`src/design/vadr_map.svh`:
```
// Offsets, field positions, reset values and masks of the datapath register group
`ifndef VADR_MAP_SVH
`define VADR_MAP_SVH

// ----------------------------------------
// Register offsets
// ----------------------------------------
`define VADR_OFS_FWD_PATH 8'h28
`define VADR_OFS_DITHER_SYNC 8'h29
`define VADR_OFS_COLOR_TABLE 8'h2a
`define VADR_OFS_AUDIO_CTRL 8'h2b

// ----------------------------------------
// Reset values
// ----------------------------------------
`define VADR_RST_FWD_PATH 8'h20
`define VADR_RST_DITHER_SYNC 8'h00
`define VADR_RST_COLOR_TABLE 8'h00
`define VADR_RST_AUDIO_CTRL 8'h00

// ----------------------------------------
// Writable bit masks, reserved bits excluded
// ----------------------------------------
`define VADR_WMASK_FWD_PATH 8'hbf
`define VADR_WMASK_DITHER_SYNC 8'hff
`define VADR_WMASK_COLOR_TABLE 8'hf0
`define VADR_WMASK_AUDIO_CTRL 8'h03
// Bits the far end may load; the lock bit stays local
`define VADR_FCMASK_FWD_PATH 8'h3f

// ----------------------------------------
// Forward path configuration fields
// ----------------------------------------
`define VADR_FWD_LOCK 7
`define VADR_FWD_VIDEO_OFF 5
`define VADR_FWD_DUAL_LINK 4
`define VADR_FWD_ALT_AUDIO 3
`define VADR_FWD_AUDIO_OFF 2
`define VADR_FWD_WIDE_VIDEO 1
`define VADR_FWD_SURROUND 0

// ----------------------------------------
// Dither and sync configuration fields
// ----------------------------------------
`define VADR_DS_SYNC_MODE 7
`define VADR_DS_HSYNC_POL 6
`define VADR_DS_VSYNC_POL 5
`define VADR_DS_DE_POL 4
`define VADR_DS_DITHER_B_EN 3
`define VADR_DS_DITHER_A_EN 2
`define VADR_DS_DEEP_B_OFF 1
`define VADR_DS_DEEP_A_OFF 0

// ----------------------------------------
// Colour table and audio control fields
// ----------------------------------------
`define VADR_CT_PAGE_HI 7
`define VADR_CT_PAGE_LO 6
`define VADR_CT_WB_EN 5
`define VADR_CT_RELOAD_EN 4
`define VADR_AU_OVERRUN 3
`define VADR_AU_UNDERRUN 2
`define VADR_AU_ERR_RESET 1
`define VADR_AU_RISE_EDGE 0

`endif

```
`src/design/vadr_pkg.sv`:
```
// Types shared by the datapath register group
package vadr_pkg;

   typedef enum logic [1:0] {
      VADR_PAGE_CONFIG = 2'h0,
      VADR_PAGE_RED = 2'h1,
      VADR_PAGE_GREEN = 2'h2,
      VADR_PAGE_BLUE = 2'h3
   } vadr_page_t;

   typedef enum logic [1:0] {
      VADR_IN_AUTO = 2'h0,
      VADR_IN_DUAL = 2'h1,
      VADR_IN_PRIMARY = 2'h2,
      VADR_IN_SECONDARY = 2'h3
   } vadr_in_mode_t;

endpackage : vadr_pkg

```
`src/design/vadr_audio_err.sv`:
```
// Sticky audio FIFO overrun and underrun flags
`timescale 1ns/1ps
module vadr_audio_err (
   input wire logic i_ref_clk,
   input wire logic i_rst,
   input wire logic i_overrun,
   input wire logic i_underrun,
   input wire logic i_clear,
   output logic o_overrun_q,
   output logic o_underrun_q
);

   // ----------------------------------------
   // Flags
   // ----------------------------------------
   // Clear, set wins
   always_ff @(posedge i_ref_clk or posedge i_rst) begin
      if (i_rst) begin
         o_overrun_q <= 1'b0;
         o_underrun_q <= 1'b0;
      end else begin
         // Overrun capture
         o_overrun_q <= i_overrun | (o_overrun_q & ~i_clear);
         // Underrun capture
         o_underrun_q <= i_underrun | (o_underrun_q & ~i_clear);
      end
   end

   // ----------------------------------------
   // Checks
   // ----------------------------------------
   property p_err_clear;
      @(posedge i_ref_clk) disable iff (i_rst)
      (i_clear && !i_overrun && !i_underrun) |=> (!o_overrun_q && !o_underrun_q);
   endproperty
   a_err_clear: assert property (p_err_clear) else $error("flags not cleared");

   property p_overrun_set;
      @(posedge i_ref_clk) disable iff (i_rst)
      i_overrun |=> o_overrun_q;
   endproperty
   a_overrun_set: assert property (p_overrun_set) else $error("overrun lost");

   property p_underrun_hold;
      @(posedge i_ref_clk) disable iff (i_rst)
      (o_underrun_q && !i_clear) |=> o_underrun_q;
   endproperty
   a_underrun_hold: assert property (p_underrun_hold) else $error("underrun dropped");

endmodule : vadr_audio_err

```
`src/design/vadr_regs.sv`:
```
// Datapath, timing, colour table and audio control register group
// Notes on behaviour
// Lock bit set: forward-channel loads ignored; clear: far end may load register.
// Video-disabled resets to one; control channel and pin functions stay on.
// Dual-link bit tells single or dual link; used in auto-detect input mode.
// Alternate audio routes word clock to pin 1, data to pin 0; bit 2 mutes audio.
// Wide-video bit: forward channel carries sync and enable beside pixel data.
// Surround bit enables multichannel audio output; resets to zero.
// Timing-mode zero selects enable-only timing; one selects sync timing.
// Sync and enable polarity bits: zero active high, one active low.
// Page field: 00 config, 01 red, 10 green, 11 blue table.
// White-balance bit applies colour table correction, else bypass.
// Read-only audio FIFO overrun flag at bit 3 of audio register.
// Read-only audio FIFO underrun flag at bit 2 of audio register.
// Writing one to error-reset bit clears overrun and underrun flags.
// Edge bit one strobes audio on rising clock edge, zero falling.
// Input mode: auto, forced dual, forced primary single, forced secondary single.
// Dither bits 3,2 enable stages; bits 1,0 disable deep stages.
// Table reload bit permits colour table reload when set.
// Reserved bits read zero and ignore writes.
`timescale 1ns/1ps
`include "vadr_map.svh"
module vadr_regs
   import vadr_pkg::*;
(
   input wire logic i_ref_clk,
   input wire logic i_rst,
   input wire logic [7:0] i_reg_addr,
   input wire logic i_reg_wr,
   input wire logic i_reg_rd,
   input wire logic [7:0] i_reg_wdata,
   output logic [7:0] o_reg_rdata,
   output logic o_reg_rvalid,
   input wire logic i_fc_load,
   input wire logic [7:0] i_fc_data,
   input wire logic [1:0] i_link_input_mode,
   input wire logic i_fifo_overrun,
   input wire logic i_fifo_underrun,
   output logic o_video_active,
   output logic o_ctrl_chan_en,
   output logic o_rx_dual_link,
   output logic o_rx_secondary,
   output logic o_gen_pin_1_wclk_sel,
   output logic o_gen_pin_0_data_sel,
   output logic o_audio_en,
   output logic o_wide_video,
   output logic o_surround_en,
   output logic o_sync_mode,
   output logic o_hsync_pol,
   output logic o_vsync_pol,
   output logic o_data_enable_pol,
   output logic o_dither_stage_b_en,
   output logic o_dither_stage_a_en,
   output logic o_deep_dither_b_en,
   output logic o_deep_dither_a_en,
   output logic [1:0] o_table_page,
   output logic o_wb_en,
   output logic o_table_reload_en,
   output logic o_audio_rise_edge,
   output logic o_fifo_err_clear
);

   // ----------------------------------------
   // Storage and decode
   // ----------------------------------------
   logic [7:0] fwd_q;
   logic [7:0] dsync_q;
   logic [7:0] ctab_q;
   logic [7:0] actl_q;
   logic ovr_q;
   logic und_q;
   logic wr_fwd;
   logic wr_ds;
   logic wr_ct;
   logic wr_au;
   logic fc_take;
   logic err_clr;
   logic [7:0] rd_d;
   vadr_in_mode_t in_mode;

   assign wr_fwd = i_reg_wr && (i_reg_addr == `VADR_OFS_FWD_PATH);
   assign wr_ds = i_reg_wr && (i_reg_addr == `VADR_OFS_DITHER_SYNC);
   assign wr_ct = i_reg_wr && (i_reg_addr == `VADR_OFS_COLOR_TABLE);
   assign wr_au = i_reg_wr && (i_reg_addr == `VADR_OFS_AUDIO_CTRL);
   assign in_mode = vadr_in_mode_t'(i_link_input_mode);

   // Far-end load gate
   // A local write in the same cycle wins, so software never loses its own value
   assign fc_take = i_fc_load && !fwd_q[`VADR_FWD_LOCK] && !wr_fwd;

   // Clear on one
   assign err_clr = wr_au && i_reg_wdata[`VADR_AU_ERR_RESET];

   // ----------------------------------------
   // Forward path configuration
   // ----------------------------------------
   // Video off at reset
   always_ff @(posedge i_ref_clk or posedge i_rst) begin
      if (i_rst) begin
         fwd_q <= `VADR_RST_FWD_PATH;
      end else if (wr_fwd) begin
         // Reserved masked
         fwd_q <= i_reg_wdata & `VADR_WMASK_FWD_PATH;
      end else if (fc_take) begin
         // Far-end load
         fwd_q <= (fwd_q & ~`VADR_FCMASK_FWD_PATH) | (i_fc_data & `VADR_FCMASK_FWD_PATH);
      end
   end

   // ----------------------------------------
   // Dither and sync configuration
   // ----------------------------------------
   always_ff @(posedge i_ref_clk or posedge i_rst) begin
      if (i_rst) begin
         dsync_q <= `VADR_RST_DITHER_SYNC;
      end else if (wr_ds) begin
         dsync_q <= i_reg_wdata & `VADR_WMASK_DITHER_SYNC;
      end
   end

   // ----------------------------------------
   // Colour table configuration
   // ----------------------------------------
   always_ff @(posedge i_ref_clk or posedge i_rst) begin
      if (i_rst) begin
         ctab_q <= `VADR_RST_COLOR_TABLE;
      end else if (wr_ct) begin
         // Reserved masked
         ctab_q <= i_reg_wdata & `VADR_WMASK_COLOR_TABLE;
      end
   end

   // ----------------------------------------
   // Audio control
   // ----------------------------------------
   // Error-reset bit is kept as written so software can read it back
   always_ff @(posedge i_ref_clk or posedge i_rst) begin
      if (i_rst) begin
         actl_q <= `VADR_RST_AUDIO_CTRL;
      end else if (wr_au) begin
         // Reserved masked
         actl_q <= i_reg_wdata & `VADR_WMASK_AUDIO_CTRL;
      end
   end

   vadr_audio_err u_audio_err (
      .i_ref_clk(i_ref_clk),
      .i_rst(i_rst),
      .i_overrun(i_fifo_overrun),
      .i_underrun(i_fifo_underrun),
      .i_clear(err_clr),
      .o_overrun_q(ovr_q),
      .o_underrun_q(und_q)
   );

   // ----------------------------------------
   // Read port
   // ----------------------------------------
   always_comb begin
      rd_d = 8'h00;
      unique case (i_reg_addr)
         `VADR_OFS_FWD_PATH: rd_d = fwd_q;
         `VADR_OFS_DITHER_SYNC: rd_d = dsync_q;
         `VADR_OFS_COLOR_TABLE: rd_d = ctab_q;
         // Overrun readback
         // Underrun readback
         `VADR_OFS_AUDIO_CTRL: rd_d = {4'h0, ovr_q, und_q, actl_q[1:0]};
         default: rd_d = 8'h00;
      endcase
   end

   always_ff @(posedge i_ref_clk or posedge i_rst) begin
      if (i_rst) begin
         o_reg_rdata <= 8'h00;
         o_reg_rvalid <= 1'b0;
      end else begin
         o_reg_rvalid <= i_reg_rd;
         if (i_reg_rd) begin
            o_reg_rdata <= rd_d;
         end
      end
   end

   // ----------------------------------------
   // Link and video controls
   // ----------------------------------------
   always_ff @(posedge i_ref_clk or posedge i_rst) begin
      if (i_rst) begin
         o_video_active <= 1'b0;
         o_ctrl_chan_en <= 1'b0;
         o_rx_dual_link <= 1'b0;
         o_rx_secondary <= 1'b0;
         o_wide_video <= 1'b0;
      end else begin
         // Control channel kept
         o_video_active <= ~fwd_q[`VADR_FWD_VIDEO_OFF];
         o_ctrl_chan_en <= 1'b1;
         // Wide video
         o_wide_video <= fwd_q[`VADR_FWD_WIDE_VIDEO];
         // Input mode select
         unique case (in_mode)
            // Auto uses dual-link bit
            VADR_IN_AUTO: begin
               o_rx_dual_link <= fwd_q[`VADR_FWD_DUAL_LINK];
               o_rx_secondary <= 1'b0;
            end
            VADR_IN_DUAL: begin
               o_rx_dual_link <= 1'b1;
               o_rx_secondary <= 1'b0;
            end
            VADR_IN_PRIMARY: begin
               o_rx_dual_link <= 1'b0;
               o_rx_secondary <= 1'b0;
            end
            VADR_IN_SECONDARY: begin
               o_rx_dual_link <= 1'b0;
               o_rx_secondary <= 1'b1;
            end
         endcase
      end
   end

   // ----------------------------------------
   // Audio controls
   // ----------------------------------------
   always_ff @(posedge i_ref_clk or posedge i_rst) begin
      if (i_rst) begin
         o_audio_en <= 1'b0;
         o_gen_pin_1_wclk_sel <= 1'b0;
         o_gen_pin_0_data_sel <= 1'b0;
         o_surround_en <= 1'b0;
         o_audio_rise_edge <= 1'b0;
         o_fifo_err_clear <= 1'b0;
      end else begin
         // Audio mute and alternate pins
         // Muting audio also frees the general pins for their normal use
         o_audio_en <= ~fwd_q[`VADR_FWD_AUDIO_OFF];
         o_gen_pin_1_wclk_sel <= fwd_q[`VADR_FWD_ALT_AUDIO] & ~fwd_q[`VADR_FWD_AUDIO_OFF];
         o_gen_pin_0_data_sel <= fwd_q[`VADR_FWD_ALT_AUDIO] & ~fwd_q[`VADR_FWD_AUDIO_OFF];
         // Surround enable
         o_surround_en <= fwd_q[`VADR_FWD_SURROUND] & ~fwd_q[`VADR_FWD_AUDIO_OFF];
         // Strobe edge
         o_audio_rise_edge <= actl_q[`VADR_AU_RISE_EDGE];
         // Clear to the FIFO
         o_fifo_err_clear <= err_clr;
      end
   end

   // ----------------------------------------
   // Timing, dither and colour table controls
   // ----------------------------------------
   always_ff @(posedge i_ref_clk or posedge i_rst) begin
      if (i_rst) begin
         o_sync_mode <= 1'b0;
         o_hsync_pol <= 1'b0;
         o_vsync_pol <= 1'b0;
         o_data_enable_pol <= 1'b0;
         o_dither_stage_b_en <= 1'b0;
         o_dither_stage_a_en <= 1'b0;
         o_deep_dither_b_en <= 1'b0;
         o_deep_dither_a_en <= 1'b0;
         o_table_page <= 2'h0;
         o_wb_en <= 1'b0;
         o_table_reload_en <= 1'b0;
      end else begin
         // Timing mode
         o_sync_mode <= dsync_q[`VADR_DS_SYNC_MODE];
         // Polarities, one is active low
         o_hsync_pol <= dsync_q[`VADR_DS_HSYNC_POL];
         o_vsync_pol <= dsync_q[`VADR_DS_VSYNC_POL];
         o_data_enable_pol <= dsync_q[`VADR_DS_DE_POL];
         // Dither stages
         o_dither_stage_b_en <= dsync_q[`VADR_DS_DITHER_B_EN];
         o_dither_stage_a_en <= dsync_q[`VADR_DS_DITHER_A_EN];
         o_deep_dither_b_en <= ~dsync_q[`VADR_DS_DEEP_B_OFF];
         o_deep_dither_a_en <= ~dsync_q[`VADR_DS_DEEP_A_OFF];
         // Table page
         o_table_page <= ctab_q[`VADR_CT_PAGE_HI:`VADR_CT_PAGE_LO];
         // White balance
         o_wb_en <= ctab_q[`VADR_CT_WB_EN];
         // Reload permit
         o_table_reload_en <= ctab_q[`VADR_CT_RELOAD_EN];
      end
   end

   // ----------------------------------------
   // Checks
   // ----------------------------------------
   property p_lock_ignores;
      @(posedge i_ref_clk) disable iff (i_rst)
      (i_fc_load && fwd_q[`VADR_FWD_LOCK] && !i_reg_wr) |=> $stable(fwd_q);
   endproperty
   a_lock_ignores: assert property (p_lock_ignores) else $error("locked load taken");

   property p_fc_loads;
      @(posedge i_ref_clk) disable iff (i_rst)
      (i_fc_load && !fwd_q[`VADR_FWD_LOCK] && !i_reg_wr)
         |=> fwd_q[5:0] == $past(i_fc_data[5:0]) ##1 o_wide_video == $past(i_fc_data[1], 2);
   endproperty
   a_fc_loads: assert property (p_fc_loads) else $error("far-end load lost");

   property p_video_flag;
      @(posedge i_ref_clk) disable iff (i_rst)
      (wr_fwd && !i_reg_wdata[5]) |=> ##1 (o_video_active && o_ctrl_chan_en);
   endproperty
   a_video_flag: assert property (p_video_flag) else $error("video flag wrong");

   property p_auto_dual;
      @(posedge i_ref_clk) disable iff (i_rst)
      (i_link_input_mode == 2'h0) |=> o_rx_dual_link == $past(fwd_q[4]);
   endproperty
   a_auto_dual: assert property (p_auto_dual) else $error("auto dual wrong");

   property p_alt_pins;
      @(posedge i_ref_clk) disable iff (i_rst)
      (wr_fwd && i_reg_wdata[3] && !i_reg_wdata[2])
         |=> ##1 (o_gen_pin_1_wclk_sel && o_gen_pin_0_data_sel && o_audio_en);
   endproperty
   a_alt_pins: assert property (p_alt_pins) else $error("alternate audio wrong");

   property p_polarity;
      @(posedge i_ref_clk) disable iff (i_rst)
      wr_ds |=> ##1 ({o_sync_mode, o_hsync_pol, o_vsync_pol, o_data_enable_pol}
         == $past(i_reg_wdata[7:4], 2));
   endproperty
   a_polarity: assert property (p_polarity) else $error("timing bits wrong");

   property p_page;
      @(posedge i_ref_clk) disable iff (i_rst)
      wr_ct |=> ##1 (o_table_page == $past(i_reg_wdata[7:6], 2));
   endproperty
   a_page: assert property (p_page) else $error("table page wrong");

   property p_edge;
      @(posedge i_ref_clk) disable iff (i_rst)
      wr_au |=> ##1 (o_audio_rise_edge == $past(i_reg_wdata[0], 2));
   endproperty
   a_edge: assert property (p_edge) else $error("edge select wrong");

   property p_reserved;
      @(posedge i_ref_clk) disable iff (i_rst)
      (i_reg_rd && i_reg_addr == `VADR_OFS_COLOR_TABLE) |=> o_reg_rdata[3:0] == 4'h0;
   endproperty
   a_reserved: assert property (p_reserved) else $error("reserved not zero");

   property p_clear_out;
      @(posedge i_ref_clk) disable iff (i_rst)
      (wr_au && i_reg_wdata[1] && !i_fifo_overrun) |=> (o_fifo_err_clear && !ovr_q);
   endproperty
   a_clear_out: assert property (p_clear_out) else $error("clear not applied");

endmodule : vadr_regs

```
`config.mk`:
```
export PLATFORM = sky130hd
export DESIGN_NAME = vadr_regs
export DESIGN_NICKNAME = d
export VERILOG_FILES = /design/src/design/vadr_pkg.sv /design/src/design/vadr_audio_err.sv /design/src/design/vadr_regs.sv
export VERILOG_INCLUDE_DIRS = /design/src /design/src/design
export SDC_FILE = /design/constraint.sdc
export NUM_CORES = 1
export LEC_CHECK = 0
export BUFFER_PORTS_ARGS = -buffer_cell sky130_fd_sc_hd__buf_2
export CAP_MARGIN = 25
export CORE_UTILIZATION = 45
export DETAILED_ROUTE_END_ITERATION = 7
export GPL_TIMING_DRIVEN = 0
export PLACE_DENSITY = 0.72
export SYNTH_ARGS = -nofsm -noshare
export SYNTH_HDL_FRONTEND = slang
export SYNTH_SLANG_ARGS = --single-unit
```
`constraint.sdc`:
```
create_clock -name i_ref_clk -period 3.65 [get_ports i_ref_clk]
set_input_delay 0.5475 -clock i_ref_clk [delete_from_list [all_inputs] [get_ports i_ref_clk]]
set_output_delay 0.5475 -clock i_ref_clk [all_outputs]
set_load 0.01 [all_outputs]
```
# == Word level (Yosys, flattened, before mapping) ==
# Cells that the tools add are included.
# word_totals
reg_bits,55
input_bits,33
out_inout_bits,32
elab_cells,66
# classes
n_eq_ne,7
muxes,5
bitwise,12
reduce_logical,13
# ops
cell,count
equality test 8 x 6 -> 1 bit (second input constant),4
one-hot mux 8 bit (4 select lines),1
two-way mux 8 bit,2
bitwise OR 8 x 6 -> 8 bit,1
logical AND 1 bit,7
NOT 1 bit,5
bitwise AND 1 bit,4
equality test 2 bit (second input constant),2
one-hot mux 1 bit (3 select lines),1
OR reduction 3 bit,1
equality test 2 x 1 -> 1 bit (second input constant),1
logical NOT 1 bit,2
logical NOT 2 bit,1
bitwise OR 1 bit,2
one-hot mux 1 bit (2 select lines),1
nonzero test 2 bit,1
OR reduction 2 bit,1

# == Logic depth before layout (Yosys ltp) ==
# Gate-level depths: netlist (run 1).
# logic_depth
ltp_word,6
depth_mapped,4
mapped_depth_nobuf,3

# == Modules after synthesis ==
# Synthesis (run 1) repeated with hierarchy kept, for this count alone.
# hier_totals
cells_unflattened,150
hier_area_um2,2148.3
# modules_own_cells
mod,instances,cells_each,area_per_inst_um2,seq_area_each_um2
vadr_regs,1,144,2075.7,1302.5
vadr_audio_err,1,6,72.6,50.0

# == Worst setup path before layout (run 1) ==
# No wires, ideal clock.
# synth_path
path_type,input to register
start,input i_reg_addr[4]
end,register dsync_q[0]
setup_ns,0.125
arrival_time_ns,1.931
required_ns,3.525
setup_slack_ns,1.594
path_stages,3
n_path_buf,0
path_cell_list,or4b_4 -> nor4_4 -> mux2_2
# synth_between
elab_chain_len,2
# synth_rtl
element,line,text
from (decl),vadr_regs.sv:28,"input wire logic [7:0] i_reg_addr,"
equality test 8 x 6 -> 1 bit,n/a,
logical AND 1 bit,vadr_regs.sv:82,assign wr_ds = i_reg_wr && (i_reg_addr == `VADR_OFS_DITHER_SYNC);
to (signal assigned),vadr_regs.sv:115,dsync_q <= `VADR_RST_DITHER_SYNC;
to (signal assigned),vadr_regs.sv:117,dsync_q <= i_reg_wdata & `VADR_WMASK_DITHER_SYNC;
to (decl),vadr_regs.sv:67,logic [7:0] dsync_q;
# Every way passes these cells.
# A chain may end at the register's enable or synchronous reset.

# == Final worst setup path (run 1) ==
# layout_path
start,input i_reg_addr[4]
end,register fwd_q[7]
# layout_between
elab_chain_len,5
word_cells_on_any_way,6
cone_classes,eq/ne (1); mux (1); reduce/logical (4)
# layout_rtl
element,line,text
equality test 8 x 6 -> 1 bit *,n/a,
logical AND 1 bit *,vadr_regs.sv:81,assign wr_fwd = i_reg_wr && (i_reg_addr == `VADR_OFS_FWD_PATH);
logical NOT 1 bit,vadr_regs.sv:89,assign fc_take = i_fc_load && !fwd_q[`VADR_FWD_LOCK] && !wr_fwd;
logical AND 1 bit,vadr_regs.sv:89,
nonzero test 2 bit (no line),n/a,
to (signal assigned),vadr_regs.sv:100,fwd_q <= `VADR_RST_FWD_PATH;
to (signal assigned),vadr_regs.sv:103,fwd_q <= i_reg_wdata & `VADR_WMASK_FWD_PATH;
to (signal assigned),vadr_regs.sv:106,fwd_q <= (fwd_q & ~`VADR_FCMASK_FWD_PATH) | (i_fc_data & `VADR_FCMASK_FWD_PATH);
to (decl),vadr_regs.sv:66,logic [7:0] fwd_q;
# Mark *: on every way between the ends. The rest lies on a longest branch, timed or not.

==> results.md, run 1 <==
- Critical path, cell by cell: buf_2 -> nor4b_1 -> nand4_1 -> mux2_2
- Crit path time final: 2.07 ns
- Share of cells above drive strength 1: between 40% and 50%
- Core area: around 0.0044 mm^2
- Fin nets: 251
- RSZ-0062 raised after global routing: no
- Unique masters post-synth: 29
- TritonCTS clock tree: done
- Post-CTS setup buffers: 0
- Required @ worst endpoint: 3.84 ns
- Cells after synthesis: around 150
- Fin cells: 271
- Initial core utilization: between 40% and 50%
- Max-cap violations: 0
- Antenna violations before repair: 0
- Combinational share of power: 10.5%
- RR Startpoint: fwd_q[7]
- HPWL after DPL: about 2800 um
- R2R cell count: 4
- Area leader, netlist: dfrtp_1
- Detailed Route Iter0 Violations: 67
- FF-to-FF End: fwd_q[1]
- Critical Path AT: about 2.3 ns
- Global-route wire length before repair: 6520 um
- Buffers added on ports: between 60 and 70
- Setup CP Type: primary input to flip-flop
- # placed instances: roughly 260
- FMAX: 482 MHz
- R2R setup slack: 2.01 ns
- Synth Cell Area: 0.00210 mm^2
- Fin Clk Skew: 0.0107 ns
- Static leakage: 1.32 nW
- DIE WIDTH: 70.3 um
- Max VDD drop: roughly 0.21 mV
- Synth-to-Final Area Change: 23.1%
- Syn nets: 181
- Largest cells by area after synthesis: dfrtp_1 (63%), mux2_2 (17%), inv_1 (2.3%)
- Commonest cells in the netlist: dfrtp_1 (53), mux2_2 (31), inv_1 (13)
- Placer Congestion: 0.720
- Sequential Power Share: 59.5%
- Pwr dens: 418 mW/mm^2
- Remaining antenna violation count: 0
- Drt first pass iters: 4
- Worst-path clk slew: 0.10 ns
- Hold Crit Class: primary input to asynchronous set/reset pin
- Area share of the leading cell type in the synthesized netlist: 63.2%
- TritonCTS buffer count: 5
- EDFF count, synth: 0
- H-tree levels: 2
- Seq/Total Area, Yosys: 64.5%
- Via count: 1,345
- Synth async-reset ratio: 100%
- Critical-path top delay cell: nor4b_1
- Syn Area/Cell: 14.2 um^2
- Die height: roughly 70 um
- Ant. Diodes: 0
- Largest net degree at the start of global routing: 38
- Final Slew Violations: 0
- Pint: approximately 0.00082 W
- Crit path max-delay family: simple AND/OR/NAND/NOR gates
- # setup viols final: 0
- I/O pin cnt: 65
- Crit-path max FO: 7
- Clock sink count: 54
- Slew Limit Headroom: roughly 56%
- Dominant synthesized flop cell: dfrtp_1
- Worst Path Buf+Inv: 1
- Drc violations: 0
- Vias in the first global route: between 1,000 and 1,500
- Final Cycle Share: around 57%
- CTS max path bufs: 2
- Post-synthesis register bit count: 54
- Post-cts sizing count: 0
- Die area: roughly 0.0049 mm^2
- Drt wl/cell: 14.3 um
- Clk pwr share: 30.0%
- Tot GR Track Use: 17.3%
- Root Buffer: clkbuf_8
- Startpoint Class: primary input
- Status: complete, no violations
- Switching power total: 0.000260 W
- Worst slew pin tran: 0.656 ns
- Yosys warning count: 0
- Grt ovf: 0
- Setup TNS: 0 ns
- Most frequent cell after synthesis: dfrtp_1
- Final Hold Fails: 0
- Worst-Skew Late Latency: 0.30 ns
- CP max stage delay: just under 0.6 ns
- Critical path capture point type: flip-flop
- Vias per cell: slightly below 5
- Switching share of power: 24.1%
- Hold Buf Count CTS: 0
- Hold Slack: 0.209 ns
- Final wirelength: approximately 3900 um
- Site row count: 24
-- logic make-up (layout without fill, tap and decap cells) --
logic type             count (synthesis)  in the layout  share of synthesized area (%)
AO/OA/AOI/OAI                         18             18                           6.38
AND/OR/NAND/NOR                       23             23                           7.45
buffers and inverters                 18             89                           3.46
multiplexers                          34             34                           18.1
other                                  1              1                          0.179
flip-flops                            54             54                           64.5
-- area by class of cell --
type,instances,area (um^2)
Buffer,5,23.8
Clock buffer,5,68.8
Clock inverter,3,21.3
Fill cell,395,1830
Inverter,13,48.8
Multi-Input combinational cell,76,673
Sequential cell,54,1350
Tap cell,52,65.1
Timing Repair Buffer,63,330
-- cells in the final DEF (no fill, tap or decap), types with 2 or more instances in the layout --
master	count
a21o_1	2
inv_1	12
a2bb2oi_1	3
mux2_2	31
nor2_1	3
mux2i_1	3
nand3_1	2
buf_2	63
buf_1	2
nor2b_1	7
dfrtp_1	53
a22oi_1	4
nand2_1	2
o22ai_1	7
clkbuf_8	5
-- power by group through the flow --
stage          Sequential (W)  Combinational (W)  Clock (W)
2_1_floorplan        0.000661          0.0000577          0
3_3_place_gp         0.000655           0.000111          0
3_5_place_dp         0.000655           0.000115          0
4_1_cts              0.000644           0.000115   0.000336
5_1_grt              0.000647           0.000126   0.000363
6_report             0.000644           0.000113   0.000324
-- per-layer routing --
metal	routed length [um]	GRT usage (%)	part of all wire [%]
met1	1820	23.0	47
met2	1790	27.4	46
met3	206	5.19	5.3
met4	47	5.33	1.2
met5	0	0	0
-- state kept, by name, indices dropped and copies added (netlist names), 2 cells and up --
name,count
fwd_q,7
ctab_q,4
o_table_page,2
o_reg_rdata,8
dsync_q,8
actl_q,2
-- through the flow --
stage                     total power (W)  utilization, %  setup WS (ns)  instance area, um^2
final                             0.00108            58.5           1.58                 2580
after global routing              0.00114            58.5           1.42                 2580
after CTS                         0.00110            58.5           1.56                 2580
after detailed placement         0.000771            56.5           1.22                 2490
after global placement           0.000766            56.0           1.16                 2470
after floorplan                  0.000718               -           1.59                 2100
-- worst max-delay path by stage --
stage,from,to,slack [ns],depth (start not counted)
finish,i_reg_addr[4],fwd_q[7],1.58,4
global route,i_reg_addr[4],fwd_q[7],1.42,4
CTS,i_reg_addr[4],dsync_q[4],1.56,4
detailed placement,i_reg_addr[4],dsync_q[4],1.22,4
global placement,i_rst,o_wide_video,1.16,2
floorplan,i_reg_addr[4],dsync_q[0],1.59,3
Power figures use the tool's default switching activity.
==> run 2: changes to the inputs <==
==> constraint.sdc (replaced) <==
create_clock -name i_ref_clk -period 2 [get_ports i_ref_clk]
set_input_delay 0.3 -clock i_ref_clk [delete_from_list [all_inputs] [get_ports i_ref_clk]]
set_output_delay 0.3 -clock i_ref_clk [all_outputs]
set_load 0.01 [all_outputs]
==> run 2 against run 1 <==
Effect of this change:
- critical path type unchanged
- cell area rose by 0.39%
- critical path depth is the same
- first-iteration DRC count rose by 12%
- largest cell class unchanged
==> results.md, run 2 (synthesized netlist as in run 1, its figures left out) <==
- Worst Path Buf+Inv: 1
- Final Hold Fails: 0
- Initial core utilization: 47.5%
- Die height: around 70 um
- Pint: 0.00150 W
- DIE WIDTH: about 70 um
- # setup viols final: 0
- Most frequent cells in the layout: buf_2 (63), dfrtp_1 (53), mux2_2 (31)
- Global-route wire length before repair: 6550 um
- Synth-to-Final Area Change: 23.6%
- Clock sink count: 54
- Max-cap violations: 0
- Crit path max-delay family: simple AND/OR/NAND/NOR gates
- Fin nets: 252
- Share of cells above drive strength 1: 49.1%
- R2R setup slack: 0.34 ns
- Worst slew pin tran: between 0.6 and 0.7 ns
- Site row count: 24
- Clk pwr share: 30.2%
- Fillers: 394
- Remaining antenna violation count: 0
- Core area: 0.00441 mm^2
- Commonest non-fill, non-tap cell in the layout: buf_2
- Vias in the first global route: 1,390
- Critical path capture point type: flip-flop
- Static leakage: about 1.3 nW
- Worst-path clk slew: 0.09 ns
- Post-cts sizing count: 0
- Max VDD drop: 0.393 mV
- Critical-path top delay cell: nor4_4
- Largest net degree at the start of global routing: 38
- Status: complete, no violations
- TritonCTS clock tree: done
- Die area: 0.00494 mm^2
- FMAX: 555 MHz
- Pwr dens: 764 mW/mm^2
- HPWL after DPL: 2760 um
- RSZ-0062 raised after global routing: no
- Critical Path AT: 1.99 ns
- Critical path, cell by cell: buf_2 -> or4b_4 -> nor4_4 -> mux2_2
- CP Capture Point: dsync_q[7]
- Ant. Diodes: 0
- CP max stage delay: just over 0.6 ns
- Switching power total: 0.000482 W
- Multi-input logic area: 673 um^2
- Slew Limit Headroom: 56.0%
- Switching share of power: 24.3%
- Root Buffer: clkbuf_8
- Tot GR Track Use: between 10% and 20%
- Final core utilization: 58.8%
- RR Startpoint: fwd_q[7]
- Final wirelength: 3900 um
- Crit path depth: 4
- Startpoint Class: primary input
- Final Cycle Share: 90.1%
- FF-to-FF End: fwd_q[1]
- Antenna violations before repair: 0
- Vias per cell: 4.99
- Sequential Power Share: approximately 60%
- Combinational share of power: 10.5%
- Drt first pass iters: 4
- I/O pin cnt: 65
- Placer Congestion: 0.720
- Grt ovf: 0
- TritonCTS buffer count: 5
- Largest regs: dsync_q (8), o_reg_rdata (8), fwd_q (7)
- Crit path launch: i_reg_addr[4]
- Hold Crit Class: primary input to flip-flop
- Crit path time final: 1.80 ns
- Crit-path max FO: 8
- Drt wl/cell: 14.3 um
- Detailed Route Iter0 Violations: 75
- CTS max path bufs: 2
- R2R cell count: 4
- Fin Clk Skew: between 0.009 and 0.01 ns
- Via count: 1,356
- Worst-Skew Late Latency: 0.31 ns
- Required @ worst endpoint: 2.19 ns
- Final Slew Violations: 0
- Sequential Area: 0.00135 mm^2
- Setup CP Type: primary input to flip-flop
- Drc violations: 0
- H-tree levels: 2
- Hold Slack: 0.105 ns
- Buffers added on ports: 62
[run 2: changes by cell type in the layout (fill, tap and decap cells not counted), sizes merged]
cell / before / now
dlygate4sd3: 0 / 1
[run 2: routing by layer]
layer / track usage, % / up-vias / share of wire [%]
li1: - / 663 / -
met3: 5.19 / 7 / 5.1
met4: 5.33 / 0 / 1.3
met5: 0 / - / 0
met1: 23.0 / 647 / 47
met2: 27.6 / 39 / 46
[run 2: final cells by class]
cell class,instances,share of cell area [%]
Multi-Input combinational cell,76,26.0
Sequential cell,54,52.1
Clock inverter,3,0.820
Inverter,13,1.88
Timing Repair Buffer,64,13.1
Buffer,5,0.917
Tap cell,52,2.51
Clock buffer,5,2.65
[run 2: what timing repair did]
| item | in CTS | in global routing |
|---|---|---|
| hold buffers | 1 | 0 |
| setup buffers | 0 | 0 |
| endpoints found under the hold margin | 17 | 0 |
[run 2: power groups by stage]
stage / clock [W] / combinational [W] / sequential [W]
after floorplan: 0 / 0.000105 / 0.00121
after global placement: 0 / 0.000202 / 0.00120
after detailed placement: 0 / 0.000210 / 0.00120
after CTS: 0.000613 / 0.000212 / 0.00118
after global routing: 0.000663 / 0.000231 / 0.00118
final: 0.000598 / 0.000208 / 0.00117
[run 2: worst min-delay path by stage]
stage	startpoint	end	slack, ns	cells after the start
floorplan	i_reg_rd	o_reg_rvalid	0.33	0
global placement	actl_q[0]	o_audio_rise_edge	0.38	0
detailed placement	i_rst	o_video_active	0.31	2
CTS	i_reg_rd	o_reg_rvalid	0.10	1
global route	i_reg_rd	o_reg_rvalid	0.1	1
finish	i_reg_rd	o_reg_rvalid	0.10	1
[run 2: through the flow]
stage                     std cells  worst slack (ns)  area (um^2)  total power (W)  TNS, ns
after global placement          262            -0.240         2470          0.00140   -14.81
after global routing            272            0.0196         2590          0.00208        0
final                           272             0.197         2590          0.00198        0
after detailed placement        263            -0.180         2490          0.00141    -2.41
after floorplan                 148             0.192         2100          0.00131        0
after CTS                       272             0.159         2590          0.00200        0
==> run 3: changes to the inputs <==
--- a/config.mk
+++ b/config.mk
@@ -6,12 +6,13 @@
 export SDC_FILE = /design/constraint.sdc
 export NUM_CORES = 1
 export LEC_CHECK = 0
+export ABC_AREA = 1
 export BUFFER_PORTS_ARGS = -buffer_cell sky130_fd_sc_hd__buf_2
 export CAP_MARGIN = 25
 export CORE_UTILIZATION = 45
 export DETAILED_ROUTE_END_ITERATION = 7
 export GPL_TIMING_DRIVEN = 0
-export PLACE_DENSITY = 0.72
+export PLACE_DENSITY = 0.71
 export SYNTH_ARGS = -nofsm -noshare
 export SYNTH_HDL_FRONTEND = slang
 export SYNTH_SLANG_ARGS = --single-unit
==> run 3 against run 2 <==
Effect of this change:
- largest cell class unchanged
- non-clock buffer count up 1
- cell area up 7.1%
- critical path type is now flip-flop to output pin
- area after synthesis up 5.4%
- total power up 25%
- largest power group unchanged
- synthesized cell count up 57%
- die area up 5.3%
==> results.md, run 3 <==
- Max-cap violations: 0
- Combinational share of power: between 10% and 20%
- Crit-path max FO: 2
- Fillers: ~420
- Remaining antenna violation count: 0
- Hold Crit Class: primary input to flip-flop
- I/O pin cnt: 65
- Core area: 0.00472 mm^2
- Commonest cells in the netlist: nand2_1 (68), dfrtp_1 (53), nand3_1 (47)
- Die height: around 72 um
- Unique masters post-synth: 19
- Antenna violations before repair: 0
- Critical path, cell by cell: buf_4 -> buf_2
- Initial core utilization: 46.8%
- Post-synthesis register bit count: 54
- Dominant synthesized flop cell: dfrtp_1
- Most frequent cells in the layout: nand2_1 (68), buf_2 (62), dfrtp_1 (53)
- Largest regs: dsync_q (8), o_reg_rdata (8), fwd_q (7)
- Vias in the first global route: about 1,700
- Final Hold Fails: 0
- Final wirelength: 4570 um
- Drt wl/cell: 12.3 um
- Dpl ws: approximately 0.60 ns
- Sequential Power Share: 52.1%
- Sequential Area: 0.00135 mm^2
- Required @ worst endpoint: ~1.7 ns
- FMAX: 794 MHz
- H-tree levels: 2
- # placed instances: around 360
- Crit path max-delay family: flip-flops
- Detailed Route Iter0 Violations: roughly 90
- Fin cells: 371
- Post-cts sizing count: 0
- Synth-to-Final Area Change: 25.6%
- Switching share of power: 24.2%
- Most frequent cell after synthesis: nand2_1
- Status: complete, no violations
- Setup TNS: 0 ns
- CP max stage delay: ~0.39 ns
- Crit path time final: 1.26 ns
- Clock sink count: between 50 and 60
- # setup viols final: 0
- Startpoint Class: flip-flop
- TritonCTS clock tree: done
- DIE WIDTH: 72.1 um
- Largest net degree at the start of global routing: between 40 and 50
- Static leakage: 1.60 nW
- Buffers added on ports: 62
- Post-CTS setup buffers: 0
- Drc violations: 0
- Yosys warning count: 0
- Drt first pass iters: 4
- Cells after synthesis: 232
- Critical-path top delay cell: dfrtp_1
- RSZ-0062 raised after global routing: no
- Worst-Skew Late Latency: 0.31 ns
- Share of cells above drive strength 1: between 20% and 30%
- Site row count: 25
- Grt ovf: 0
- Worst Path Buf+Inv: 2
- Global-route wire length before repair: 7820 um
- Ant. Diodes: 0
- Seq/Total Area, Yosys: 61.1%
- Synth async-reset ratio: 100%
- Max VDD drop: ~0.41 mV
- Pwr dens: 891 mW/mm^2
- Setup CP Type: flip-flop to output pin
- Root Buffer: clkbuf_8
- Die area: a little over 0.005 mm^2
- Syn nets: 265
- Switching power total: 0.000598 W
- Final Cycle Share: 63.0%
- CTS max path bufs: 2
- Synth Cell Area: 0.00221 mm^2
- Fin nets: 336
- Fin Clk Skew: around 0.014 ns
- Placer Congestion: 0.781
- Vias per cell: 4.81
- EDFF count, synth: 0
- TritonCTS buffer count: 5
- Critical Path AT: about 0.96 ns
- Area leader, netlist: dfrtp_1
- Final Slew Violations: 0
- HPWL after DPL: 3370 um
- Hold Buf Count CTS: 1
- Critical path capture point type: output pin
- Pint: 0.00188 W
- Area share of the leading cell type in the synthesized netlist: 60.0%
- Commonest non-fill, non-tap cell in the layout: nand2_1
- Largest cells by area after synthesis: dfrtp_1 (60%), nand2_1 (12%), nand3_1 (11%)
- Multi-input logic area: 732 um^2
- Final WS setup: 0.740 ns
- Clk pwr share: 35.7%
- Worst-path clk slew: 0.10 ns
- Syn Area/Cell: 9.54 um^2
- Via count: about 1,800
- Final core utilization: 58.8%
- Tot GR Track Use: about a fifth
## run 3: power by group through the flow
stage	combinational (W)	sequential (W)	clock, W
global placement	0.000293	0.00131	0
finish	0.000302	0.00129	0.000884
detailed placement	0.000304	0.00131	0
CTS	0.000307	0.00129	0.000891
global route	0.000345	0.00131	0.000931
floorplan	0.000141	0.00132	0
## run 3: area by class of cell
| cell class | instances | area share (%) |
|---|---|---|
| inverters | 23 | 3.11 |
| well taps | 67 | 3.02 |
| multi-input cells | 149 | 26.3 |
| clock buffers | 6 | 2.97 |
| repair buffers | 64 | 12.2 |
| plain buffers | 6 | 1.49 |
| clock inverters | 2 | 2.16 |
| flip-flops and latches | 54 | 48.7 |
## run 3: path summary, 6_finish.rpt
kind                            slack (ns)                 start  depth (start not counted)                   end
worst max-delay path                  0.74  o_gen_pin_0_data_sel                          2  o_gen_pin_1_wclk_sel
worst min-delay path                  0.11              i_reg_rd                          1          o_reg_rvalid
worst max register to register        0.93              fwd_q[7]                          5              fwd_q[5]
worst min register to register        0.38             ctab_q[6]                          0       o_table_page[0]
max in group asynchronous             0.96                 i_rst                          4              fwd_q[5]
min in group asynchronous             0.46                 i_rst                          3     o_table_reload_en
## run 3: routing by layer
layer	part of all wire, %	vias to the layer above	GRT usage [%]
met5	0	-	0
met4	1.4	0	8.50
met3	6.0	6	5.28
met2	46	70	29.6
met1	47	832	27.0
li1	-	878	-
## run 3: cell families after synthesis
family	count (synthesis)	synth area share (%)
AO/OA/AOI/OAI	16	3.62
buffers and inverters	29	5.77
flip-flops	54	61.1
other	1	0.170
AND/OR/NAND/NOR	132	29.3
## run 3: metrics by stage
stage,power [W],area [um^2],hold WS (ns)
final,0.00248,2780,0.114
after CTS,0.00249,2780,0.108
after global placement,0.00161,2610,0.362
after floorplan,0.00146,2210,0.331
after detailed placement,0.00162,2630,0.251
after global routing,0.00258,2780,0.108
